<file path="config.mk">
export PLATFORM = sky130hd
export DESIGN_NAME = irsc_receiver_control
export DESIGN_NICKNAME = d
export VERILOG_FILES = /design/src/irsc_pkg.sv /design/src/irsc_tick_if.sv /design/src/irsc_rt_divider.sv /design/src/irsc_receiver_control.sv
export VERILOG_INCLUDE_DIRS = /design/src /design/src/src
export SDC_FILE = /design/constraint.sdc
export NUM_CORES = 1
export LEC_CHECK = 0
export BUFFER_PORTS_ARGS = -buffer_cell sky130_fd_sc_hd__buf_2
export CAP_MARGIN = 20
export CORE_ASPECT_RATIO = 0.7
export CORE_MARGIN = 2
export CORE_UTILIZATION = 50
export DETAILED_ROUTE_END_ITERATION = 10
export PLACE_DENSITY = 0.75
export SLEW_MARGIN = 20
export SYNTH_ARGS = -nofsm -noshare
export SYNTH_HDL_FRONTEND = slang
export SYNTH_SLANG_ARGS = --single-unit
</file>
<file path="constraint.sdc">
create_clock -name clock -period 2.65 [get_ports clock]
set_clock_uncertainty 0.15 [all_clocks]
set_input_delay 0.53 -clock clock [delete_from_list [all_inputs] [get_ports clock]]
set_output_delay 0.53 -clock clock [all_outputs]
set_load 0.01 [all_outputs]
</file>
<file path="src/irsc_regs.svh">
`ifndef IRSC_REGS_SVH
`define IRSC_REGS_SVH
// Register addresses on the plain register port.
`define IRSC_ADDR_CR1 4'h0
`define IRSC_ADDR_CR2 4'h1
`define IRSC_ADDR_CR3 4'h2
`define IRSC_ADDR_SR1 4'h3
`define IRSC_ADDR_DATA 4'h4
`define IRSC_ADDR_BAUD 4'h5
// Control register one fields.
`define IRSC_CR1_ENABLE 6
`define IRSC_CR1_NINEBIT 4
`define IRSC_CR1_WAKESEL 3
`define IRSC_CR1_IDLETYPE 2
// Control register two fields.
`define IRSC_CR2_RXIE 5
`define IRSC_CR2_IDLEIE 4
`define IRSC_CR2_TXEN 3
`define IRSC_CR2_RXEN 2
`define IRSC_CR2_STANDBY 1
`define IRSC_CR2_BREAK 0
// Control register three fields.
`define IRSC_CR3_RX9 7
`define IRSC_CR3_TX9 6
`define IRSC_CR3_OVERRUN_INTERRUPT_ENABLE 3
`define IRSC_CR3_NOISE_INTERRUPT_ENABLE 2
`define IRSC_CR3_FEIE 1
`define IRSC_CR3_PEIE 0
// Status register one fields.
`define IRSC_SR1_TXEMPTY 7
`define IRSC_SR1_RXFULL 5
`define IRSC_SR1_IDLE 4
`define IRSC_SR1_OVERRUN 3
`define IRSC_SR1_NOISE 2
`define IRSC_SR1_FRAMING 1
// Receiver sample clock figures.
`define IRSC_RT_PER_BIT 5'h10
`define IRSC_RT_LAST 4'hF
`define IRSC_RT_S1 4'h7
`define IRSC_RT_S2 4'h8
`define IRSC_RT_S3 4'h9
`define IRSC_IDLE_BITS 4'hA
`define IRSC_BAUD_RESET 8'h05
`endif

</file>
<file path="src/irsc_pkg.sv">
package irsc_pkg;
	typedef enum logic [1:0]
	{
		IRSC_RX_IDLE = 2'b00,
		IRSC_RX_START = 2'b01,
		IRSC_RX_DATA = 2'b10,
		IRSC_RX_STOP = 2'b11
	} irsc_rxstate_t;
	typedef logic [8:0] irsc_word_t;
endpackage : irsc_pkg

</file>
<file path="src/irsc_tick_if.sv">
`timescale 1ns/1ps
interface irsc_tick_if;
	logic rtTick;
	logic bitTick;
	modport source (output rtTick, output bitTick);
	modport sink (input rtTick, input bitTick);
endinterface : irsc_tick_if

</file>
<file path="src/irsc_rt_divider.sv">
`timescale 1ns/1ps
`include "irsc_regs.svh"
module irsc_rt_divider
(
	// Clock and reset.
	input wire logic clock,
	input wire logic arst_n,
	// Divisor from the baud register.
	input wire logic [7:0] divisor,
	// Tick outputs.
	irsc_tick_if.source ticks
);
	logic [7:0] divCount_reg;
	logic [3:0] rtCount_reg;
	logic rtTick_reg;
	logic bitTick_reg;
	wire divDone = (divCount_reg == 8'h00);
	always_ff @(posedge clock or negedge arst_n)
	begin
		if (!arst_n)
		begin
			divCount_reg <= 8'h00;
			rtCount_reg <= 4'h0;
			rtTick_reg <= 1'b0;
			bitTick_reg <= 1'b0;
		end
		else
		begin
			divCount_reg <= divDone ? divisor : divCount_reg - 8'h01;
			rtTick_reg <= divDone;
			bitTick_reg <= divDone && (rtCount_reg == `IRSC_RT_LAST);
			if (divDone)
				rtCount_reg <= rtCount_reg + 4'h1;
		end
	end
	assign ticks.rtTick = rtTick_reg;
	assign ticks.bitTick = bitTick_reg;
endmodule : irsc_rt_divider

</file>
<file path="src/irsc_receiver_control.sv">
`timescale 1ns/1ps
`include "irsc_regs.svh"
module irsc_receiver_control
(
	// Clock and reset.
	input wire logic clock,
	input wire logic arst_n,
	// Register port.
	input wire logic [3:0] regAddr,
	input wire logic [7:0] regWrData,
	input wire logic regWrite,
	input wire logic regRead,
	output logic [7:0] regRdData,
	// Serial lines.
	input wire logic rxdPin,
	output logic txdPin,
	// Interrupt requests.
	output logic rxIrq,
	output logic errIrq
);
	import irsc_pkg::*;
	irsc_tick_if ticks();
	logic [7:0] cr1_reg, cr2_reg, cr3_reg, baud_reg;
	logic rxSync1_reg, rxSync2_reg, rxPrev_reg;
	irsc_rxstate_t rxState_reg;
	logic [3:0] rtPhase_reg;
	logic [3:0] bitIdx_reg;
	irsc_word_t shift_reg;
	logic [7:0] data_reg;
	logic [2:0] stopSmp_reg;
	logic charNoise_reg;
	logic [3:0] onesCount_reg;
	logic idleArmed_reg;
	logic full_reg, idle_reg, overrun_reg, noise_reg, framing_reg;
	logic [3:0] txBit_reg;
	logic txBusy_reg, txLine_reg;
	logic rxIrq_reg, errIrq_reg;
	logic [7:0] rdData_reg;

	irsc_rt_divider divider (.clock(clock), .arst_n(arst_n), .divisor(baud_reg),
		.ticks(ticks.source));

	// Decode.
	wire modEn = cr1_reg[`IRSC_CR1_ENABLE];
	wire nineBit = cr1_reg[`IRSC_CR1_NINEBIT];
	wire wakeSel = cr1_reg[`IRSC_CR1_WAKESEL];
	wire idleType = cr1_reg[`IRSC_CR1_IDLETYPE];
	wire rxEn = cr2_reg[`IRSC_CR2_RXEN];
	wire txEn = cr2_reg[`IRSC_CR2_TXEN];
	wire standby = cr2_reg[`IRSC_CR2_STANDBY];
	wire sendBreak = cr2_reg[`IRSC_CR2_BREAK];
	wire wrCr1 = regWrite && (regAddr == `IRSC_ADDR_CR1);
	wire wrCr2 = regWrite && (regAddr == `IRSC_ADDR_CR2);
	wire wrCr3 = regWrite && (regAddr == `IRSC_ADDR_CR3);
	wire wrBaud = regWrite && (regAddr == `IRSC_ADDR_BAUD);
	wire wrData = regWrite && (regAddr == `IRSC_ADDR_DATA);
	wire rdData = regRead && (regAddr == `IRSC_ADDR_DATA);
	wire rt = ticks.rtTick;
	wire rxLine = rxSync2_reg;
	wire fallEdge = rxPrev_reg && !rxLine;
	wire [3:0] lastBit = nineBit ? 4'h8 : 4'h7;

	// Enable bits keep their value when the module is off.
	wire [7:0] cr2Gated = modEn ? regWrData :
		{regWrData[7:4], cr2_reg[`IRSC_CR2_TXEN:`IRSC_CR2_RXEN], regWrData[1:0]};

	// Stop-bit vote: zero bad is clean, one is noise, more is framing.
	wire [1:0] stopOnes = {1'b0, stopSmp_reg[0]} + {1'b0, stopSmp_reg[1]} +
		{1'b0, rxLine};
	wire stopNoise = (stopOnes == 2'h2);
	wire stopFrame = (stopOnes < 2'h2);
	wire stopSample = rxEn && rt && (rxState_reg == IRSC_RX_STOP) &&
		(rtPhase_reg == `IRSC_RT_S3);
	wire brkChar = (shift_reg == 9'h000);
	wire msbMark = nineBit ? shift_reg[8] : shift_reg[7];
	wire wakeAddr = standby && wakeSel && msbMark;
	wire doneChar = stopSample && (!standby || wakeAddr);
	wire onesTick = rxEn && rt && (rtPhase_reg == `IRSC_RT_S2) && rxLine;
	wire idleHit = idleArmed_reg && (onesCount_reg == `IRSC_IDLE_BITS) && onesTick;
	wire wakeIdle = idleHit && standby && !wakeSel;

	always_ff @(posedge clock or negedge arst_n)
	begin
		if (!arst_n)
		begin
			rxSync1_reg <= 1'b1;
			rxSync2_reg <= 1'b1;
			rxPrev_reg <= 1'b1;
		end
		else
		begin
			rxSync1_reg <= rxdPin;
			rxSync2_reg <= rxSync1_reg;
			rxPrev_reg <= rxSync2_reg;
		end
	end

	// Control registers; hardware wakeup clears the standby bit.
	always_ff @(posedge clock or negedge arst_n)
	begin
		if (!arst_n)
		begin
			cr1_reg <= 8'h00;
			cr2_reg <= 8'h00;
			cr3_reg <= 8'h00;
			baud_reg <= `IRSC_BAUD_RESET;
		end
		else
		begin
			if (wrCr1)
				cr1_reg <= regWrData;
			if (wrCr2)
				cr2_reg <= cr2Gated;
			else if (wakeAddr && stopSample || wakeIdle)
				cr2_reg[`IRSC_CR2_STANDBY] <= 1'b0;
			if (wrCr3)
				cr3_reg[6:0] <= regWrData[6:0];
			if (doneChar && !full_reg)
				cr3_reg[`IRSC_CR3_RX9] <= shift_reg[8];
			if (wrBaud)
				baud_reg <= regWrData;
		end
	end

	// Receiver sequencer, realigned on each falling edge inside a character.
	always_ff @(posedge clock or negedge arst_n)
	begin
		if (!arst_n)
		begin
			rxState_reg <= IRSC_RX_IDLE;
			rtPhase_reg <= 4'h0;
			bitIdx_reg <= 4'h0;
			shift_reg <= 9'h000;
			stopSmp_reg <= 3'b000;
			charNoise_reg <= 1'b0;
		end
		else if (!rxEn)
			rxState_reg <= IRSC_RX_IDLE;
		else if (rxState_reg == IRSC_RX_IDLE)
		begin
			if (fallEdge)
			begin
				rxState_reg <= IRSC_RX_START;
				rtPhase_reg <= 4'h0;
				charNoise_reg <= 1'b0;
			end
			// The phase keeps running on an idle line, or idle bits would never be counted.
			else if (rt)
				rtPhase_reg <= rtPhase_reg + 4'h1;
		end
		else if (fallEdge)
			rtPhase_reg <= 4'h0;
		else if (rt)
		begin
			rtPhase_reg <= rtPhase_reg + 4'h1;
			if (rtPhase_reg == `IRSC_RT_S1 || rtPhase_reg == `IRSC_RT_S2)
				stopSmp_reg <= {stopSmp_reg[1:0], rxLine};
			if (rtPhase_reg == `IRSC_RT_S3)
			begin
				// Majority vote on each bit; a split vote marks noise.
				if ((stopSmp_reg[0] != rxLine) || (stopSmp_reg[1] != rxLine))
					charNoise_reg <= 1'b1;
				unique case (rxState_reg)
					IRSC_RX_START:
					begin
						rxState_reg <= (stopOnes >= 2'h2) ? IRSC_RX_IDLE : IRSC_RX_DATA;
						bitIdx_reg <= 4'h0;
					end
					IRSC_RX_DATA:
					begin
						shift_reg <= {(stopOnes >= 2'h2), shift_reg[8:1]};
						if (bitIdx_reg == lastBit)
							rxState_reg <= IRSC_RX_STOP;
						bitIdx_reg <= bitIdx_reg + 4'h1;
					end
					IRSC_RX_STOP:
						rxState_reg <= IRSC_RX_IDLE;
					IRSC_RX_IDLE:
						rxState_reg <= IRSC_RX_IDLE;
				endcase
				if (rxState_reg == IRSC_RX_DATA && !nineBit && bitIdx_reg == lastBit)
					shift_reg <= {1'b0, (stopOnes >= 2'h2), shift_reg[8:2]};
			end
		end
	end

	// Idle counting of consecutive ones.
	always_ff @(posedge clock or negedge arst_n)
	begin
		if (!arst_n)
		begin
			onesCount_reg <= 4'h0;
			idleArmed_reg <= 1'b0;
		end
		else if (!rxLine)
		begin
			onesCount_reg <= 4'h0;
			idleArmed_reg <= 1'b1;
		end
		else if (idleType && (rxState_reg != IRSC_RX_IDLE))
			onesCount_reg <= 4'h0;
		else if (idleHit)
			idleArmed_reg <= 1'b0;
		else if (onesTick && onesCount_reg != `IRSC_IDLE_BITS)
			onesCount_reg <= onesCount_reg + 4'h1;
	end

	// Status flags; a set in the same cycle as a data read wins.
	always_ff @(posedge clock or negedge arst_n)
	begin
		if (!arst_n)
		begin
			data_reg <= 8'h00;
			full_reg <= 1'b0;
			idle_reg <= 1'b0;
			overrun_reg <= 1'b0;
			noise_reg <= 1'b0;
			framing_reg <= 1'b0;
		end
		else
		begin
			if (rdData)
			begin
				full_reg <= 1'b0;
				idle_reg <= 1'b0;
				overrun_reg <= 1'b0;
				noise_reg <= 1'b0;
				framing_reg <= 1'b0;
			end
			if (doneChar && full_reg && !rdData)
				overrun_reg <= 1'b1;
			else if (doneChar)
			begin
				data_reg <= shift_reg[7:0];
				full_reg <= 1'b1;
				framing_reg <= stopFrame || brkChar;
				noise_reg <= stopNoise || charNoise_reg;
			end
			if (idleHit && !standby)
				idle_reg <= 1'b1;
		end
	end

	// Transmitter: break characters only, back to back while the break bit is set, then the line marks.
	always_ff @(posedge clock or negedge arst_n)
	begin
		if (!arst_n)
		begin
			txBit_reg <= 4'h0;
			txBusy_reg <= 1'b0;
			txLine_reg <= 1'b1;
		end
		else if (ticks.bitTick)
		begin
			if (txEn && (sendBreak || txBusy_reg))
			begin
				txLine_reg <= 1'b0;
				txBusy_reg <= 1'b1;
				txBit_reg <= txBit_reg + 4'h1;
				if (txBit_reg == (nineBit ? 4'hA : 4'h9))
				begin
					txBit_reg <= 4'h0;
					txBusy_reg <= 1'b0;
					txLine_reg <= sendBreak ? 1'b0 : 1'b1;
				end
			end
			else
				txLine_reg <= 1'b1;
		end
	end

	// The receive interrupt is held off while in standby; the error interrupt is not.
	always_ff @(posedge clock or negedge arst_n)
	begin
		if (!arst_n)
		begin
			rxIrq_reg <= 1'b0;
			errIrq_reg <= 1'b0;
			rdData_reg <= 8'h00;
		end
		else
		begin
			rxIrq_reg <= !standby && ((full_reg && cr2_reg[`IRSC_CR2_RXIE]) ||
				(idle_reg && cr2_reg[`IRSC_CR2_IDLEIE]));
			errIrq_reg <= (overrun_reg && cr3_reg[`IRSC_CR3_OVERRUN_INTERRUPT_ENABLE]) ||
				(noise_reg && cr3_reg[`IRSC_CR3_NOISE_INTERRUPT_ENABLE]) ||
				(framing_reg && cr3_reg[`IRSC_CR3_FEIE]);
			if (regRead)
				unique case (regAddr)
					`IRSC_ADDR_CR1: rdData_reg <= cr1_reg;
					`IRSC_ADDR_CR2: rdData_reg <= cr2_reg;
					`IRSC_ADDR_CR3: rdData_reg <= cr3_reg;
					`IRSC_ADDR_SR1: rdData_reg <= {!txBusy_reg, 1'b0, full_reg, idle_reg,
						overrun_reg, noise_reg, framing_reg, 1'b0};
					`IRSC_ADDR_DATA: rdData_reg <= data_reg;
					`IRSC_ADDR_BAUD: rdData_reg <= baud_reg;
					default: rdData_reg <= 8'h00;
				endcase
		end
	end

	wire unusedData = wrData;
	assign regRdData = rdData_reg;
	assign txdPin = txLine_reg;
	assign rxIrq = rxIrq_reg;
	assign errIrq = errIrq_reg;

	frame_with_full_a: assert property (@(posedge clock) disable iff (!arst_n)
		$rose(framing_reg) |-> full_reg && $rose(full_reg))
		else $error("framing flag rose without receive full");
	overrun_keeps_a: assert property (@(posedge clock) disable iff (!arst_n)
		(doneChar && full_reg && !rdData) |=> $stable(data_reg) && overrun_reg)
		else $error("overrun changed data");
	standby_quiet_a: assert property (@(posedge clock) disable iff (!arst_n)
		standby |=> !rxIrq)
		else $error("interrupt while in standby");
	enable_block_a: assert property (@(posedge clock) disable iff (!arst_n)
		(wrCr2 && !modEn) |=> $stable(cr2_reg[`IRSC_CR2_RXEN]))
		else $error("receiver enable written while disabled");
	idle_wake_a: assert property (@(posedge clock) disable iff (!arst_n)
		(wakeIdle && !wrCr2) |=> !standby && !idle_reg)
		else $error("idle wakeup wrong");
	break_line_a: assert property (@(posedge clock) disable iff (!arst_n)
		(txEn && sendBreak && ticks.bitTick) |=> !txdPin)
		else $error("break not driven");
	rx_off_a: assert property (@(posedge clock) disable iff (!arst_n)
		!rxEn |=> rxState_reg == IRSC_RX_IDLE)
		else $error("receiver ran while disabled");
	noise_vote_a: assert property (@(posedge clock) disable iff (!arst_n)
		(doneChar && !full_reg && stopNoise) |=> noise_reg && !framing_reg ||
		brkChar)
		else $error("single bad stop sample not noise");
endmodule : irsc_receiver_control

</file>
---- Yosys cells after proc, flatten, opt, wreduce, memory -nomap -nowiden ----
Cells that the tools add are included.
operators by class
  add/sub/neg operators ................... 8
  $mul .................................... 0
  div/mod/pow operators ................... 0
  $lt $le $gt $ge ......................... 2
  eq/ne operators ......................... 30
  shift-type cells ........................ 0
  muxes and demuxes ....................... 51
  bitwise logic cells ..................... 3
  reduce and logical (&&, ||, !) cells .... 76
operator list
  cell                   count
  $pmux W8 S6            1
  $logic_and A1 B1 Y1    35
  $mux W4                8
  $mux W1                28
  $add A4 B1 Y4 const B  5
  $mux W2                9
  $mux W9                2
  $reduce_and A6 Y1      3
  $reduce_bool A2 Y1     9
  $eq A4 B4 Y1 const B   4
  $eq A4 B3 Y1 const B   3
  $reduce_and A2 Y1      6
  $logic_or A1 B1 Y1     10
  $reduce_and A5 Y1      2
  $logic_not A9 Y1       1
  $ne A3 B1 Y1 const B   3
  $eq A4 B2 Y1 const B   2
  $eq A4 B4 Y1           2
  $logic_not A8 Y1       1
  $mux W8                1
  $ne A4 B4 Y1 const B   2
  $pmux W4 S2            1
  $sub A8 B1 Y8 const B  1
  $logic_not A1 Y1       7
  other kinds (16)       24
word-level totals
  bits in registers ....................... 105
  latch bits .............................. 0
  RAM bits ................................ 0
  ROM bits ................................ 0
  word-level logic and storage cells ...... 204
  memories kept ........................... 0

---- Logic depth before layout (Yosys ltp) ----
Gate-level depths: netlist of the first run.
  depth in word-level cells ............... 10
  gate-level depth with buffers ........... 8
  gate-level depth less buffers ........... 7

---- Modules after synthesis ----
A second synthesis of the first run with hierarchy kept.
unflattened totals
  cell total of the unflattened synthesis .. 453
  area total of the unflattened synthesis .. 5232.5 um^2
by module, submodules not included
  module                 instances  cells each  area an instance (um^2)  sequential area each (um^2)
  irsc_receiver_control  1          392         4521.8                   2284.7
  irsc_rt_divider        1          61          710.7                    350.3

---- Worst setup path after synthesis of the first run ----
No wires, ideal clock.
  path kind ............................... register to register
  start ................................... reg divider.divCount_reg[0]
  end ..................................... reg divider.rtCount_reg[3]
  arrival ................................. 2.008 ns
  data required time ...................... 2.378 ns
  slack ................................... 0.370 ns
  cell stages (with the launch flop) ...... 9
  path buffers ............................ 1
  period minus slack after synthesis ...... 2.280 ns
  path through ............................ dfrtp_1 -> inv_1 -> ha_1 -> or3b_4 -> or4b_1 -> buf_6 -> clkinv_4 -> nand4_4 -> xnor2_2
between the ends
  word-level cells in the longest chain between the ends .. 1
RTL lines
  item                       RTL line               text
  from (decl)                irsc_rt_divider.sv:13  logic [7:0] divCount_reg;
  from (signal assigned)     irsc_rt_divider.sv:29  divCount_reg <= divDone ? divisor : divCount_reg - 8'h01;
  $logic_not A8 Y1           irsc_rt_divider.sv:17  wire divDone = (divCount_reg == 8'h00);
  named net divider.divDone  irsc_rt_divider.sv:17
  to (signal assigned)       irsc_rt_divider.sv:33  rtCount_reg <= rtCount_reg + 4'h1;
  to (decl)                  irsc_rt_divider.sv:14  logic [3:0] rtCount_reg;
The timed path passes the listed nets, and every way through them passes these cells.
A chain may end at the register's enable or synchronous reset.

---- Final worst setup path of the first run ----
  start ................................... reg divider.divCount_reg[1]
  end ..................................... reg divider.rtCount_reg[3]
Same word-level chain as after synthesis.

==> results of run 1 <==
[cell families after synthesis]
kind of cell | after synthesis
fa+ha+maj | 14
flops | 105
mux | 67
xor+xnor | 11
simple gates | 117
compound gates | 98
buf+inv | 36
[cells in the mapped netlist, types with 5 or more instances]
master,instances
sky130_fd_sc_hd__ha_1,13
sky130_fd_sc_hd__nor2_1,23
sky130_fd_sc_hd__a22o_1,5
sky130_fd_sc_hd__nor3_1,10
sky130_fd_sc_hd__xnor2_1,8
sky130_fd_sc_hd__a2bb2oi_1,5
sky130_fd_sc_hd__nor4_1,6
sky130_fd_sc_hd__a21oi_1,13
sky130_fd_sc_hd__o31ai_1,6
sky130_fd_sc_hd__mux2i_1,20
sky130_fd_sc_hd__clkbuf_1,7
sky130_fd_sc_hd__mux2_2,43
sky130_fd_sc_hd__o2bb2ai_1,10
sky130_fd_sc_hd__o21ai_0,33
sky130_fd_sc_hd__dfstp_2,6
sky130_fd_sc_hd__dfrtp_1,99
sky130_fd_sc_hd__nand3_1,8
sky130_fd_sc_hd__inv_1,19
sky130_fd_sc_hd__nand2_1,37
[through the flow]
step | instances | util [%]
6_report | 612 | 58.6
2_1_floorplan | 448 | -
3_5_place_dp | 596 | 55.2
5_1_grt | 612 | 58.6
4_1_cts | 612 | 58.6
3_3_place_gp | 596 | 55.2
[area by class of cell]
| type | count | area (um2) | share of cell area, % |
|---|---|---|---|
| flip-flops and latches | 105 | 2640 | 45.7 |
| multi-input cells | 307 | 2340 | 40.6 |
| clock buffers | 12 | 256 | 4.45 |
| repair buffers | 35 | 210 | 3.65 |
| well taps | 128 | 160 | 2.78 |
| inverters | 21 | 83.8 | 1.45 |
| clock inverters | 4 | 75.1 | 1.30 |
[final timing paths]
kind / start / end / slack (ps) / cells after the start
min reg2reg: rxSync1_reg$_DFF_PN1_ / rxLine$_DFF_PN1_ / 210 / 0
max reg2reg: divider.divCount_reg[1]$_DFF_PN0_ / divider.rtCount_reg[3]$_DFFE_PN0P_ / 320 / 7
min: arst_n / cr3_reg[6]$_DFFE_PN0P_ / 4 / 1
min in group clock: rxdPin / rxSync1_reg$_DFF_PN1_ / 130 / 1
max in group asynchronous: arst_n / txdPin$_DFFE_PN1P_ / 1620 / 2
max: divider.divCount_reg[1]$_DFF_PN0_ / divider.rtCount_reg[3]$_DFFE_PN0P_ / 320 / 7
[routing by layer]
layer  vias up  global-route usage, %
met5         -                      0
met4         0                   5.15
met3         6                   5.20
met2       115                   33.3
met1      1857                   32.6
li1       1702                      -
[where the power goes]
group	switching (W)	total (W)	internal [W]	leakage (nW)
combinational	0.000301	0.000610	0.000309	1.11
clock	0.000569	0.00145	0.000880	0.155
sequential	0.000248	0.00208	0.00183	1.36
==> results, run 1 <==
- The final count of hold timing violations is 0.
- The highest metal layer used by the detailed router is met4.
- The met2 layer wire length in the routed design is 4940 um.
- The endpoint class of the critical path is a flop.
- Summed over all nets, wire length on met3 after detailed routing comes to 713 um.
- The post-synthesis adder-cell area fraction is 3.56%.
- The register with the most flip-flops in the layout has 9 of them.
- The number of vias after detailed routing is 3,680.
- The number of instances resized during post-cts repair is 0.
- The die is 88.8 um tall.
- The via count of the first global-routing pass is 3,668.
- The overall power consumption is 0.00414 W.
- The final critical-path share of the clock period is 88.0%.
- TritonCTS built the clock tree.
- At the end of the flow, the number of nets in the layout was 510.
- The flow ran to the end, and the final reports show no timing, DRC or antenna violations.
- The die area is 11,100 um2.
- After routing the design area is 5760 um2.
- The total overflow left after global routing is 0.
- Setup violations remaining at the end of the flow were counted as 0.
- In the layout the commonest cells are sky130_fd_sc_hd__dfrtp_1 (99), sky130_fd_sc_hd__mux2_2 (43), sky130_fd_sc_hd__nand2_1 (37), sky130_fd_sc_hd__o21ai_0 (33), sky130_fd_sc_hd__buf_2 (26).
- The core area is 9830 um2.
- In this run the tool buffered the top-level ports with 27 buffer cells.
- In the post-synthesis netlist, the biggest area contributors are sky130_fd_sc_hd__dfrtp_1 (48%), sky130_fd_sc_hd__mux2_2 (9.4%), sky130_fd_sc_hd__mux2i_1 (3.9%), sky130_fd_sc_hd__o21ai_0 (3.2%), sky130_fd_sc_hd__ha_1 (3.2%).
- The initial antenna violation count is 0.
- The share of async-settable or async-resettable flops after synthesis is 100%.
- The congestion estimate from routability-driven global placement came to 0.858.
- The tree is rooted in a sky130_fd_sc_hd__clkbuf_16.
- In this design, the stage delay of the slowest critical-path cell is 550 ps.
- The number of remaining DRC errors is 0.
- After detailed routing, the number of vias per cell comes to 6.01.
- Leaving out fill and tap cells, the most frequent cell in the layout is sky130_fd_sc_hd__dfrtp_1.
- The standard cell area after detailed placement is 5430 um2.
- In this run, post-CTS hold repair placed 0 buffers.
- On the critical path the largest part of the delay comes from simple AND/OR/NAND/NOR gates.
- The number of iterations in the first detailed-routing pass is 4.
- The count of flip-flops with a built-in enable after synthesis is 0.
- The clock net in this run drives a total of 105 sinks.
- 28 I/O pins were placed.
- Among all stages on the critical path, the largest delay is contributed by sky130_fd_sc_hd__or4b_1.
- The cell count after synthesis came out at 448.
- The number of clock buffers added by TritonCTS is 9.
- The repair_antennas step left the layout with diodes totalling 0.
- Measured along the x axis, the die boundary spans 125 um.
- From synthesis to final layout, the design area changed by 12.3%.
- Setup total negative slack on the finished layout was measured at 0 ps.
- The maximum fanout along the worst path is 8.
- The relative max-transition margin is 49.3%.
- The combinational family with the most area after synthesis is multiplexers.
- The fraction of final layout cells with drive strength greater than 1 is 22.9%.
- The register clock-pin slew on the reported worst setup and hold paths is 70 ps.
- The number of buffers and inverters on the critical path is 2.
- Dividing total power by cell area gives a power density of 718 nW/um2.
- The xor and xnor fraction of the mapped netlist area is 2.02%.
- Summing the sequential cell areas from Yosys gives 51.3% of the chip area.
- The source-to-sink clock delay at the later pin of the worst-skew pair is 340 ps.
- The post-route antenna net violation count is 0.
- The H-tree depth is 3.
- The final setup slack of the worst path is 317 ps.
- In this run the deepest clock path goes through 2 buffers.
- The type of the tightest min-delay check is input pin to async pin.
- The critical path goes through inv_1 -> ha_1 -> or3b_4 -> or4b_1 -> clkinv_4 -> nand4_4 -> xnor2_2.
- The global-route usage over all layers is 22.0%.
- The actual slew at the worst max-slew pin is 753 ps.
- Wires add up to 11,400 um.
- The number of warnings printed during yosys synthesis is 0.
- The count of max-cap constraint violations is 0.
- The number of max-slew violations in the final report is 0.
- The first-pass GRT wire length is 18,900 um.
- The share of synthesized area in the top cell type comes to 48.3%.
- In the final routed layout, each cell accounts on average for 18.7 um.
- For this block, the initial DRC count from the detailed router was 331.
- The wire length on met1 is 5730 um.
- The mean instance size in the synthesized netlist is 11.5 um2.
- The share of synthesized cell area in and, or, nand and nor gates is 12.1%.
- The flop and latch count out of synthesis is 105.
- The leading register cell type out of synthesis is sky130_fd_sc_hd__dfrtp_1.
- Data arrives at the worst endpoint at 2410 ps.
- Counting every net in the synthesized netlist gives 479.
- The worst-case setup slack after placement is 326 ps.
- The largest net degree at the start of global routing is 48.
- The post-synthesis instance area is 5130 um2.
- The library cell with the largest summed area after synthesis is sky130_fd_sc_hd__dfrtp_1.
- The worst endpoint required time is 2730 ps.
- The number of distinct standard cells referenced by the synthesized netlist is 62.
- The total of fill cells in the finished design is 798.
- The classification of the worst setup path is flop to flop.
- The number of setup buffers added after CTS is 0.
- The worst-case IR drop observed on VDD is 0.307 mV.
- The proportion of synthesized area in mux cells is 15.1%.
- After floorplanning, the core was divided into 30 placement rows.
- Detailed placement finished with a half-perimeter wire length of 8330 um.
- The effective utilization at floorplan is 52.2%.
- Hold is met by 3.56 ps.
- The top achievable clock speed is 429 MHz.
- Setup repair after global routing left no endpoint under its margin.
- The worst path in the final design needs a cycle of 2330 ps, including I/O delays and setup.
- The reported leakage power is 2.63 nW.
- The critical path startpoint category is a flop.
- The area fraction in compound gates after synthesis is 12.8%.
Power figures use the tool's default switching activity.
==> run 2, diff against run 1 <==
Settings changed: CORE_UTILIZATION 50 to 55, PLACE_DENSITY 0.75 to 0.81.
==> run 2 against run 1 <==
  * Via count grew 0.35%
  * First-iteration DRC count decreased by 19%
  * Fmax shrank 1.5%
  * Worst setup slack got worse by 37 ps
  * Die area down 8.7%
  * Design area down 0.28%
  * Utilization rose by 4.8 points
  * Flip-flop and latch count stayed put
  * Final cell count decreased by 0.16%
  * Worst hold slack better by 22 ps
  * Critical path type unchanged
  * Critical path depth did not move
==> results, run 2 (same netlist as run 1, synthesis figures left out) <==
- The source-to-sink clock delay at the later pin of the worst-skew pair is 350 ps (about the same).
- The utilization of the core after routing came to 63.4% (+4.8 points).
- The top achievable clock speed was 422 MHz (-1.5%).
- The height of the die is 84.8 um (-4.4%).
- In this run the clock root is driven by a sky130_fd_sc_hd__clkbuf_16.
- The number of nets in the finished design is 513 (+0.59%).
- The area added between synthesis and finish is 11.9%.
- The number of iterations in the first detailed-routing pass is 5 (+1).
- The final count of hold timing violations is 0 (unchanged).
- The H-tree depth is 3 (unchanged).
- The library cell used most frequently in the layout, excluding fill and tap cells, is sky130_fd_sc_hd__dfrtp_1.
- The kind of cell with the highest combined delay along the critical path is simple AND/OR/NAND/NOR gates.
- The peak supply drop is 0.369 mV (+20%).
- Setup repair after global routing left no endpoint under its margin.
- The min-delay analysis places its worst path in the category input pin to async pin.
- The average wire length per cell after detail routing is 18.9 um (+1.3%).
- The slowest stage of the critical path belongs to the cell sky130_fd_sc_hd__or4b_1.
- The final cell count without fillers is 611 (-0.16%).
- The via count of the first global-routing pass is 3,746 (+2.1%).
- STA classifies the critical path startpoint as a flop.
- The largest buffer count on any clock path is 2 (unchanged).
- The flow ran to the end, and the final reports show no timing, DRC or antenna violations.
- TritonCTS built the clock tree.
- The total negative slack is 0 ps (unchanged).
- The final critical delay including setup and external delays is 2370 ps (+36.5 ps).
- The fraction of final layout cells with drive strength greater than 1 is 23.4% (+0.47 points).
- The number of instances resized during post-cts repair is 0 (unchanged).
- The number of vias after detailed routing is 3,693 (+0.35%).
- The post-route antenna net violation count was 0 (unchanged).
- The number of setup buffers added after CTS is 0 (unchanged).
- The effective utilization at floorplan was 56.6% (+4.4 points).
- The cell total after placement was 595 (-0.17%).
- The final setup slack of the worst path is 280 ps (-36.5 ps).
- The count of max-cap constraint violations is 0 (unchanged).
- The HPWL after detailed placement is 8510 um (+2.2%).
- The worst path buffer plus inverter count was 2 (unchanged).
- The number of clock buffers inserted by TritonCTS came to 9 (unchanged).
- The clock sink count is 105 (unchanged).
- The global-route usage over all layers came to 25.2% (+3.2 points).
- The number of input and output port buffers inserted is 27 (unchanged).
- The worst-case setup slack after placement is 306 ps (-19.8 ps).
- The final antenna diode count is 0 (unchanged).
- The worst hold slack across all endpoints is 25.1 ps (+21.6 ps).
- The first-pass GRT wire length is 19,500 um (+3.0%).
- The worst endpoint data arrival time is 2450 ps (+40 ps).
- The worst setup path is captured at a flop.
- The number of max-slew violations in the final report is 0 (unchanged).
- The actual slew at the worst max-slew pin was 592 ps (-161 ps).
- The number of hold buffers added after cts was 0 (unchanged).
- The routed wire length is 11,600 um (+1.2%).
- The peak per-stage delay on the critical path is 550 ps (about the same).
- The worst endpoint required time is 2730 ps (about the same).
- The total congestion overflow was 0 (unchanged).
- The total of fill cells in the finished design is 729 (-8.6%).
- The classification of the worst setup path is flop to flop.
- The relative max-transition margin was 60.2% (+11 points).
- The maximum fanout along the worst path was 8 (unchanged).
- The horizontal extent of the die was 119 um (-4.5%).
- The signal on the critical path passes through inv_1 -> ha_1 -> or3b_4 -> or4b_1 -> clkinv_4 -> nand4_4 -> xnor2_2.
- The iteration-0 DRC count of the detailed router is 269 (-19%).
- The register clock-pin slew on the reported worst setup and hold paths is 70 ps (about the same).
- The power density over the cells is 700 nW/um2 (-2.6%).
- In the layout the commonest cells are sky130_fd_sc_hd__dfrtp_1 (99), sky130_fd_sc_hd__mux2_2 (43), sky130_fd_sc_hd__nand2_1 (37), sky130_fd_sc_hd__o21ai_0 (33), sky130_fd_sc_hd__buf_2 (26).
- The largest net degree at the start of global routing came to 44 (-8.3%).
- The initial antenna violation count is 0 (unchanged).
- The number of I/O pins came to 28 (unchanged).
- The die area is 10,100 um2 (-8.7%).
- The row count is 29 (-3.3%).
- The core area is 9070 um2 (-7.8%).
- The number of remaining DRC errors came to 0 (unchanged).
- The number of vias per cell after detailed routing was 6.04 (+0.52%).
- The flip-flop count of the largest register after layout came to 9 (unchanged).
- The reported leakage power was 2.63 nW (about the same).
- The total of endpoints with negative setup slack in the final report came to 0 (unchanged).
- The routability congestion estimate came to 0.865 (+0.80%).
- The final critical-path share of the clock period is 89.4% (+1.4 points).
==> run 2: cell types whose count changed in the layout (fill, tap and decap cells not counted) <==
cell,change
sky130_fd_sc_hd__clkinv_2,+2
sky130_fd_sc_hd__buf_4,+3
sky130_fd_sc_hd__bufinv_16,-1
sky130_fd_sc_hd__clkbuf_8,-1
==> run 2: cell type report <==
class | count | area (um2) | area share, %
flip-flops and latches | 105 | 2640 | 45.9
multi-input cells | 307 | 2340 | 40.8
clock buffers | 11 | 243 | 4.22
repair buffers | 38 | 233 | 4.05
well taps | 124 | 155 | 2.70
inverters | 21 | 83.8 | 1.46
clock inverters | 5 | 55.1 | 0.958
==> run 2: final timing paths <==
path,start,endpoint,slack [ps],depth (start not counted)
setup reg to reg,divider.divCount_reg[0]$_DFF_PN0_,divider.rtCount_reg[3]$_DFFE_PN0P_,280,7
hold reg to reg,rxSync1_reg$_DFF_PN1_,rxLine$_DFF_PN1_,210,0
min in group clock,rxdPin,rxSync1_reg$_DFF_PN1_,140,1
setup / recovery,divider.divCount_reg[0]$_DFF_PN0_,divider.rtCount_reg[3]$_DFFE_PN0P_,280,7
hold / removal,arst_n,errIrq$_DFF_PN0_,30,1
max in group asynchronous,arst_n,baud_reg[2]$_DFFE_PN1P_,1640,2
==> run 2: routing by layer <==
layer / vias to the layer above / GRT usage (%) / share of wire [%]
met5: - / 0 / 0
met4: 0 / 6.52 / 1.3
met3: 17 / 5.65 / 5.1
met2: 102 / 38.6 / 45
met1: 1861 / 36.9 / 48
li1: 1713 / - / -
==> run 2: where the power goes <==
| part | switching [W] | internal [W] | total [W] |
|---|---|---|---|
| Combinational | 0.000314 | 0.000313 | 0.000628 |
| Sequential | 0.000243 | 0.00183 | 0.00208 |
| Clock | 0.000562 | 0.000755 | 0.00132 |
==> run 2: through the flow <==
step	area, um2	total power [W]
global route	5750	0.00422
finish	5750	0.00402
floorplan	5130	0.00247
detailed placement	5450	0.00272
CTS	5750	0.00403
global placement	5450	0.00267
==> run 2: worst reg2reg max path: cells and delay by family, from the launching register on <==
kind	cells	cell delay, ps
buffers and inverters	2	210
xor gates and xnor gates	1	150
adders and majority gates	1	230
and+or+nand+nor	3	1090
DFF	1	420
